**config.mk**
```make
export PLATFORM = sky130hd
export DESIGN_NAME = aps_pin_select
export DESIGN_NICKNAME = d
export VERILOG_FILES = /design/src/rtl/aps_pin_select.v /design/src/rtl/aps_sel_mask.v
export VERILOG_INCLUDE_DIRS = /design/src /design/src/rtl
export SDC_FILE = /design/constraint.sdc
export NUM_CORES = 1
export LEC_CHECK = 0
export ABC_AREA = 0
export BUFFER_PORTS_ARGS = -buffer_cell sky130_fd_sc_hd__clkbuf_2
export CORE_ASPECT_RATIO = 0.75
export CORE_MARGIN = 2
export CORE_UTILIZATION = 44
export DETAILED_ROUTE_END_ITERATION = 16
export GPL_ROUTABILITY_DRIVEN = 0
export PLACE_DENSITY_LB_ADDON = 0.12
export RECOVER_POWER = 100
export SYNTH_ARGS = -nofsm -noshare
export SYNTH_HDL_FRONTEND = slang
export SYNTH_SLANG_ARGS = --single-unit
```
**constraint.sdc**
```tcl
create_clock -name clk -period 3.3 [get_ports clk]
set_input_delay 0.66 -clock clk [delete_from_list [all_inputs] [get_ports clk]]
set_output_delay 0.66 -clock clk [all_outputs]
set_load 0.01 [all_outputs]
```
**src/rtl/aps_regs.vh**
```
`ifndef APS_REGS_VH
`define APS_REGS_VH
// register byte addresses (own layout)
`define APS_ADDR_PINSEL     4'h0
`define APS_ADDR_OSC_STATUS 4'h4
// pin selection fields
`define APS_BIT_RX          7
`define APS_BIT_SOUT        6
`define APS_BIT_SSEL        5
`define APS_BIT_GATE        3
`define APS_BIT_TXC         2
`define APS_PINSEL_RESET    8'h00
// writable mask per variant: 14-pin has bits 7,6,5,3,2; 20-pin drops 6,5
`define APS_MASK_14PIN     8'hec
`define APS_MASK_20PIN     8'h8c
// oscillator status field
`define APS_BIT_EXTOSC     0
// axi responses
`define APS_RESP_OKAY      2'h0
`define APS_RESP_SLVERR    2'h2
`endif

```
**src/rtl/aps_pin_select.v**
```verilog
// The implementer's own choices: the address map and the AXI4-Lite interface to the registers.
`include "aps_regs.vh"
// Notes on behaviour
// - a readable status flag tells if the external clock runs the system.
// - implemented selection bits are read/write and reset to zero.
// - bit 4 and bits 1:0 of the pin selection register read as zero.
// - receive/data select bit 7 cleared puts receive/data on RC5.
// - on 20-pin parts the output select bit reads zero; output is on RC7.
// - on 20-pin parts slave select bit reads zero; its input is on RC6.
`default_nettype none
module aps_pin_select #(
	parameter PIN20 = 0
) (
	// clock and reset
	input  wire        clk,
	input  wire        rst,
	// axi4-lite write address
	input  wire        s_axi_awvalid,
	output reg         s_axi_awready,
	input  wire [3:0]  s_axi_awaddr,
	// axi4-lite write data
	input  wire        s_axi_wvalid,
	output reg         s_axi_wready,
	input  wire [31:0] s_axi_wdata,
	input  wire [3:0]  s_axi_wstrb,
	// axi4-lite write response
	output reg         s_axi_bvalid,
	input  wire        s_axi_bready,
	output reg  [1:0]  s_axi_bresp,
	// axi4-lite read address
	input  wire        s_axi_arvalid,
	output reg         s_axi_arready,
	input  wire [3:0]  s_axi_araddr,
	// axi4-lite read data
	output reg         s_axi_rvalid,
	input  wire        s_axi_rready,
	output reg  [31:0] s_axi_rdata,
	output reg  [1:0]  s_axi_rresp,
	// clock status from the start-up sequencer
	input  wire        ext_osc_running_flag,
	// selection bits driving the pin multiplexer
	output reg         rx_data_pin_sel,
	output reg         serial_out_pin_sel,
	output reg         slave_select_pin_sel,
	output reg         timer_gate_pin_sel,
	output reg         tx_clock_pin_sel
);
	// writable-bit mask for this package variant
	wire [7:0]  wmask;
	// handshake strobes, one per channel, and the write commit strobe
	wire        aw_take;
	wire        w_take;
	wire        ar_take;
	wire        b_done;
	wire        r_done;
	wire        wr_commit;
	// stored selection bits and their next value
	reg  [7:0]  pinsel_ff;
	reg  [7:0]  nxt_pinsel;
	// write halves held until the response is taken
	reg         aw_ff;
	reg         w_ff;
	reg  [3:0]  awaddr_ff;
	reg  [7:0]  wdata_ff;
	reg         wstrb0_ff;
	// oscillator status as seen by the read path
	reg         ext_osc_ff;

	aps_sel_mask #(
		.PIN20 (PIN20)
	) u_mask (
		.mask  (wmask)
	);

	// address decode shared by the write and the read response;
	// anything outside the two words answers with an error
	function addr_ok;
		input [3:0] a;
		begin
			addr_ok = (a == `APS_ADDR_PINSEL) ||
			          (a == `APS_ADDR_OSC_STATUS);
		end
	endfunction

	// response code for a decoded address
	function [1:0] resp_of;
		input [3:0] a;
		begin
			if (addr_ok(a))
				resp_of = `APS_RESP_OKAY;
			else
				resp_of = `APS_RESP_SLVERR;
		end
	endfunction

	// register read decode; unmapped words read as zero
	function [31:0] rd_val;
		input [3:0] a;
		input [7:0] sel;
		input       osc;
		begin
			rd_val = 32'h00000000;
			case (a)
			`APS_ADDR_PINSEL:
				rd_val[7:0] = sel;
			`APS_ADDR_OSC_STATUS:
				rd_val[`APS_BIT_EXTOSC] = osc;
			default:
				rd_val = 32'h00000000;
			endcase
		end
	endfunction

	// a channel moves at the edge where its valid and ready are both high
	assign aw_take   = s_axi_awvalid && s_axi_awready;
	assign w_take    = s_axi_wvalid && s_axi_wready;
	assign ar_take   = s_axi_arvalid && s_axi_arready;
	assign b_done    = s_axi_bvalid && s_axi_bready;
	assign r_done    = s_axi_rvalid && s_axi_rready;
	// both halves held and no answer out yet: this cycle commits the write
	assign wr_commit = aw_ff && w_ff && !s_axi_bvalid;

	// masked write; bits outside the mask stay zero so unimplemented
	// and read-only positions can never be set from software
	always @* begin
		nxt_pinsel = pinsel_ff;
		if (wr_commit && wstrb0_ff && awaddr_ff == `APS_ADDR_PINSEL)
			nxt_pinsel = wdata_ff & wmask;
	end

	// selection register; cleared by any reset
	always @(posedge clk) begin
		if (rst)
			pinsel_ff <= `APS_PINSEL_RESET;
		else
			pinsel_ff <= nxt_pinsel;
	end

	// write readies pulse for one cycle and stay low while their own half is
	// held or the response is pending; the pulse keeps a stalled master
	// from having two words accepted back to back
	always @(posedge clk) begin
		if (rst) begin
			s_axi_awready <= 1'b0;
			s_axi_wready  <= 1'b0;
		end else begin
			s_axi_awready <= !aw_ff && !s_axi_awready && !s_axi_bvalid;
			s_axi_wready  <= !w_ff && !s_axi_wready && !s_axi_bvalid;
		end
	end

	// address half, captured in either order, freed by the response
	always @(posedge clk) begin
		if (rst) begin
			aw_ff     <= 1'b0;
			awaddr_ff <= 4'h0;
		end else if (aw_take) begin
			aw_ff     <= 1'b1;
			awaddr_ff <= s_axi_awaddr;
		end else if (b_done) begin
			aw_ff     <= 1'b0;
		end
	end

	// data half; only the low byte and its strobe matter here
	always @(posedge clk) begin
		if (rst) begin
			w_ff      <= 1'b0;
			wdata_ff  <= 8'h00;
			wstrb0_ff <= 1'b0;
		end else if (w_take) begin
			w_ff      <= 1'b1;
			wdata_ff  <= s_axi_wdata[7:0];
			wstrb0_ff <= s_axi_wstrb[0];
		end else if (b_done) begin
			w_ff      <= 1'b0;
		end
	end

	// response one edge after both halves are held; the selection
	// register takes its new value at that same edge
	always @(posedge clk) begin
		if (rst) begin
			s_axi_bvalid <= 1'b0;
			s_axi_bresp  <= `APS_RESP_OKAY;
		end else if (wr_commit) begin
			s_axi_bvalid <= 1'b1;
			s_axi_bresp  <= resp_of(awaddr_ff);
		end else if (b_done) begin
			s_axi_bvalid <= 1'b0;
		end
	end

	// read address ready; low while data waits, so one read is open
	always @(posedge clk) begin
		if (rst)
			s_axi_arready <= 1'b0;
		else
			s_axi_arready <= !s_axi_arready && !s_axi_rvalid;
	end

	// flag is registered once so the read word comes from a flop; the
	// price is one cycle of lag behind the input
	always @(posedge clk) begin
		if (rst)
			ext_osc_ff <= 1'b0;
		else
			ext_osc_ff <= ext_osc_running_flag;
	end

	// read data one edge after the address, held until taken
	always @(posedge clk) begin
		if (rst) begin
			s_axi_rvalid <= 1'b0;
			s_axi_rdata  <= 32'h00000000;
			s_axi_rresp  <= `APS_RESP_OKAY;
		end else if (ar_take) begin
			s_axi_rvalid <= 1'b1;
			s_axi_rdata  <= rd_val(s_axi_araddr, pinsel_ff,
			                       ext_osc_ff);
			s_axi_rresp  <= resp_of(s_axi_araddr);
		end else if (r_done) begin
			s_axi_rvalid <= 1'b0;
		end
	end

	// pin routing follows the stored bits one edge later, so every
	// selection line comes straight from a flop
	always @(posedge clk) begin
		if (rst) begin
			rx_data_pin_sel      <= 1'b0; // receive on RC5
			serial_out_pin_sel   <= 1'b0;
			slave_select_pin_sel <= 1'b0;
			timer_gate_pin_sel   <= 1'b0;
			tx_clock_pin_sel     <= 1'b0;
		end else begin
			rx_data_pin_sel      <= pinsel_ff[`APS_BIT_RX];
			serial_out_pin_sel   <= pinsel_ff[`APS_BIT_SOUT];
			slave_select_pin_sel <= pinsel_ff[`APS_BIT_SSEL];
			timer_gate_pin_sel   <= pinsel_ff[`APS_BIT_GATE];
			tx_clock_pin_sel     <= pinsel_ff[`APS_BIT_TXC];
		end
	end
endmodule // aps_pin_select
`default_nettype wire

```
**src/rtl/aps_sel_mask.v**
```verilog
`include "aps_regs.vh"
`default_nettype none
// writable-bit mask for the chosen package variant
module aps_sel_mask #(
	parameter PIN20 = 0
) (
	// mask out
	output wire [7:0] mask
);
	// 20-pin parts tie output and slave select to fixed pins
	assign mask = PIN20 ? `APS_MASK_20PIN : `APS_MASK_14PIN;
endmodule // aps_sel_mask
`default_nettype wire

```
# Yosys cells after proc, flatten, opt, wreduce, memory -nomap -nowiden
# Index checks and enable logic that the tools add are counted.
dict set report totals {
  output_inout_bits 46
  input_bits 52
  wordCells 61
  ff_bits 43
}
dict set report classes {
  reduce_logical 29
  eq_ne 2
  n_mux 10
}
# cell n
set ops {}
lappend ops {{1-bit logical AND} 14}
lappend ops {{4-bit by 3-bit == test with 1-bit output (second input constant)} 2}
lappend ops {{4-bit zero test} 2}
lappend ops {{2-bit nonzero test} 4}
lappend ops {{1-bit zero test} 7}
lappend ops {{1-bit two-way mux} 7}
lappend ops {{7-bit two-way mux} 1}
lappend ops {{2-bit two-way mux} 2}
lappend ops {{1-bit logical OR} 2}

# Depth between registers and ports, before layout
dict set report depth {
  depth_word 4
  ltp_mapped 4
  ltp_nobuf 3
}

# By module
# From an unflattened synthesis, not the netlist that was laid out.
dict set report unflattened {
  cells_unflattened 202
  area_unflattened_um2 1839.3
}
# mod area_each_um2 cells_each n_inst seq_area_each_um2
set by_module_without_submodules {}
lappend by_module_without_submodules {aps_pin_select 1771.7 192 1 880.8}
lappend by_module_without_submodules {aps_sel_mask 67.6 10 1 0.0}

# Worst setup path after synthesis
# No wires, ideal clock.
dict set report synth_path {
  path_kind {input to register}
  from {input s_axi_araddr[3]}
  to {register s_axi_rdata[0]}
  path_stages 3
  path_buffers 0
  setup_ns 0.066
  arrival_time_ns 1.305
  path_slack_ns 1.929
  t_required_ns 3.234
  path_cell_list {nand3b_1 or4_4 a21oi_2}
}
dict set report synth_via {
  elab_chain_len 2
}
# element line
set synth_lines {}
lappend synth_lines {{start, declared} aps_pin_select.v:33} ;# input wire [3:0] s_axi_araddr,
lappend synth_lines {{4-bit by 3-bit == test with 1-bit output} aps_pin_select.v:103} ;# case (a)
lappend synth_lines {{1-bit two-way mux} aps_pin_select.v:103}
lappend synth_lines {{end signal, assigned} aps_pin_select.v:219} ;# s_axi_rdata <= rd_val(s_axi_araddr, pinsel_ff,
lappend synth_lines {{end, declared} aps_pin_select.v:37} ;# output reg [31:0] s_axi_rdata,
# No other way between the ends.
# A chain may end at the register's enable or synchronous reset.

==> metrics.md <==
| Metric | Value |
|---|---|
| Setup Skew | `approximately 0.0063 ns` |
| Root buffer cell | `clkbuf_8` |
| R2R Path End | `pinsel_ff[3]$_SDFFE_PP0P_` |
| CP Capture Type | `flop` |
| Die Area | `0.003776 mm2` |
| CTS Buf Count | `5` |
| Reg area | `between 700 and 800 um2` |
| Post-synth ARST share | `0%` |
| Footprint of the multi-input gates | `roughly 580 um2` |
| Vias | `about 1100` |
| Share of layout cells above drive strength 1 | `14.85%` |
| Yosys cell types | `23` |
| Leak Pwr | `0.0007299 uW` |
| Max-slew violations | `0` |
| Sw frac | `24.58%` |
| Hold path startpoint | `awaddr_ff[2]$_SDFFE_PP0P_` |
| Max Cap Viol | `0` |
| Slew headroom | `18.39%` |
| Worst setup SP type | `primary input` |
| Most common library cell in the layout ignoring fill and taps | `dfxtp_1` |
| Worst Path Max Fanout | `32` |
| Worst r2r src | `s_axi_bvalid$_SDFFE_PP0P_` |
| Setup tns final | `0 ns` |
| Die width | `~70 um` |
| Sequential share of power | `around 56%` |
| Comb pwr share | `8.4%` |
| Yosys warnings | `0` |
| Max Fclk | `536.2 MHz` |
| Largest net degree at the start of global routing | `33` |
| # Post-CTS Setup Buffers | `0` |
| Initial antenna violation count | `0` |
| Peak supply drop | `0.2210 mV` |
| Unrepaired setup endpoints after global routing | `no` |
| Skew-Pair Late Insertion Delay | `0.28 ns` |
| Fin crit period | `1.865 ns` |
| Clock tree from TritonCTS | `yes` |
| Clock buffer depth | `2` |
| Mean Syn Cell Area | `9.007 um2` |
| Post-Synth Simple-Gate Area | `21.05%` |
| Area post-placement | `0.001570 mm2` |
| Psw | `200.7 uW` |
| Final Cell Area | `0.001624 mm2` |
| Post-synthesis compound-gate area fraction | `under 10%` |
| Worst Path Required | `~3.5 ns` |
| Congestion Overflow GR | `0` |
| Fin worst setup slack | `1.435 ns` |
| Main combinational cell family by area after synthesis | `simple AND/OR/NAND/NOR gates` |
| Type of the tightest min-delay check | `reg2reg` |
| Hold Worst Slack | `0.4505 ns` |
| Total track usage | `13.63%` |
| Ant diodes | `0` |
| Fin crit share | `56.52%` |
| Post-synth EDFFs | `0` |
| Min-Delay Endpoint | `awaddr_ff[2]$_SDFFE_PP0P_` |
| Num rows | `18` |
| Avg WL per Cell | `around 10 um` |
| Drt drc | `0` |
| Clock sink count | `36` |
| Initial Util | `between 40% and 50%` |
| Max H-tree Level | `2` |
| Worst Reg-to-Reg Cells | `3` |
| Nets | `254` |
| Commonest cells after routing, fill and taps aside | `36 x dfxtp_1, 28 x conb_1, 21 x nand2_1` |
| DR vias/cell | `4.479` |
| Detailed Place HPWL | `1.891 mm` |
| Antenna viol nets, final | `0` |
| Aggregate routed wire length | `2.518 mm` |
| Clock share of power | `35.1%` |
| Syn Inst Count | `161` |
| Final setup violation count | `0` |
| Io pins | `slightly below 100` |
| Critical path class | `in2reg` |
| Filler Cell Count | `328` |
| Int Pwr | `615.9 uW` |
| Slew @ Worst Pin | `approximately 1.2 ns` |
| Post-synthesis adder-cell area fraction | `0%` |
| Iteration-0 DRC Markers | `30` |
| Reg2reg setup slack | `2.07 ns` |
| Synth Cell Area | `0.001450 mm2` |
| Pwr/cell area | `502.8 mW/mm2` |
| Dominant synthesized flop cell | `dfxtp_1` |
| Area grow syn2layout | `11.99%` |
| Sequential share of the synthesized area | `between 40% and 50%` |
| Critical path arrival | `2.03 ns` |
| Mux contribution to synthesized area | `3.451%` |
| Status | `complete, no violations` |
| Vias in the first global route | `886` |
| Die span in y | `53.72 um` |
| Cts hold-fix bufs | `0` |
| Place WS | `1.587 ns` |
| Clock slew at reported path FFs | `0.07 ns` |
| #FFs+latches synth | `36` |
| Synth Area in XOR/XNOR | `0%` |
| First-pass GRT wire length | `3.808 mm` |
| First-pass DRT Iterations | `4` |
| Worst hold stages | `2` |
| Final hold violations | `0` |
| Buffers on Ports | `39` |
| CTS-repair resized insts | `0` |
| Core footprint | `0.003221 mm2` |
[sequential cells by signal, indices dropped and copies added (netlist names)]
register	flops
s_axi_rdata	6
pinsel_ff	5
wdata_ff	5
awaddr_ff	4
aw_ff	1
ext_osc_ff	1
rx_data_pin_sel	1
s_axi_arready	1
s_axi_awready	1
s_axi_bresp	1
s_axi_bvalid	1
s_axi_rresp	1
s_axi_rvalid	1
s_axi_wready	1
serial_out_pin_sel	1
slave_select_pin_sel	1
timer_gate_pin_sel	1
tx_clock_pin_sel	1
w_ff	1
wstrb0_ff	1
[cell families after synthesis]
family | Yosys count
AO/OA/AOI/OAI | 23
flip-flops | 36
AND/OR/NAND/NOR | 58
multiplexers | 5
other | 1
buffers and inverters | 38
[power groups by stage]
stage	Sequential (uW)	Clock [uW]	Combinational (uW)
CTS	461	294	69.6
finish	461	287	68.4
floorplan	470	0	67.9
global route	463	311	76.4
global placement	470	0	67.9
detailed placement	471	0	69.4
[per-layer routing]
layer / track usage, % / share of wire (%) / wire length [um]
met1: 15.57 / 47 / 1186
met2: 21.54 / 43 / 1072
met3: 7.491 / 9.8 / 246
met4: 5.769 / 0.52 / 13
met5: 0 / 0 / 0
[area by class of cell]
cell class	instances	area share, %
clock inverter	1	0.3082
tap	40	3.082
clock buffer	6	4.468
inverter	6	1.387
timing repair buffer	39	10.55
sequential	36	44.38
multi-input combinational	114	35.82
[cells in the mapped netlist (2+ instances only)]
cell type | n | share of area, %
inv_1 | 6 | 1.6
nand2_1 | 21 | 5.4
nand2b_1 | 11 | 4.7
clkbuf_1 | 3 | 0.78
nand3_1 | 11 | 3.8
nor2_1 | 2 | 0.52
o21ai_0 | 5 | 1.7
buf_4 | 28 | 14
a21oi_1 | 16 | 5.5
mux2i_1 | 5 | 3.5
nor3_1 | 3 | 1.0
dfxtp_1 | 36 | 50
nor4_1 | 4 | 1.7
[stage by stage]
step	power (uW)	utilization [%]	instances
2_1_floorplan	537.7	-	188
3_3_place_gp	538.3	48.76	235
3_5_place_dp	540.6	48.76	235
4_1_cts	825.0	51.17	242
5_1_grt	850.4	50.43	242
6_report	816.6	50.43	242
[critical path, stage by stage]
cell	delay [ns]
clkbuf_1	0.87
a21oi_1	0.25
nand2_1	0.15
o21ai_0	0.09
[worst max-delay path by stage]
stage | from | to | cells after the start
finish | rst | s_axi_rdata[7]$_SDFFE_PP0P_ | 4
global route | rst | s_axi_rdata[7]$_SDFFE_PP0P_ | 4
CTS | s_axi_wready$_SDFF_PP0_ | s_axi_wready | 1
detailed placement | rst | s_axi_rdata[5]$_SDFFE_PP0P_ | 4
global placement | rst | s_axi_rdata[3]$_SDFFE_PP0P_ | 4
floorplan | s_axi_araddr[3] | s_axi_rdata[0]$_SDFFE_PP0P_ | 3
(Power assumes the default switching activity.)
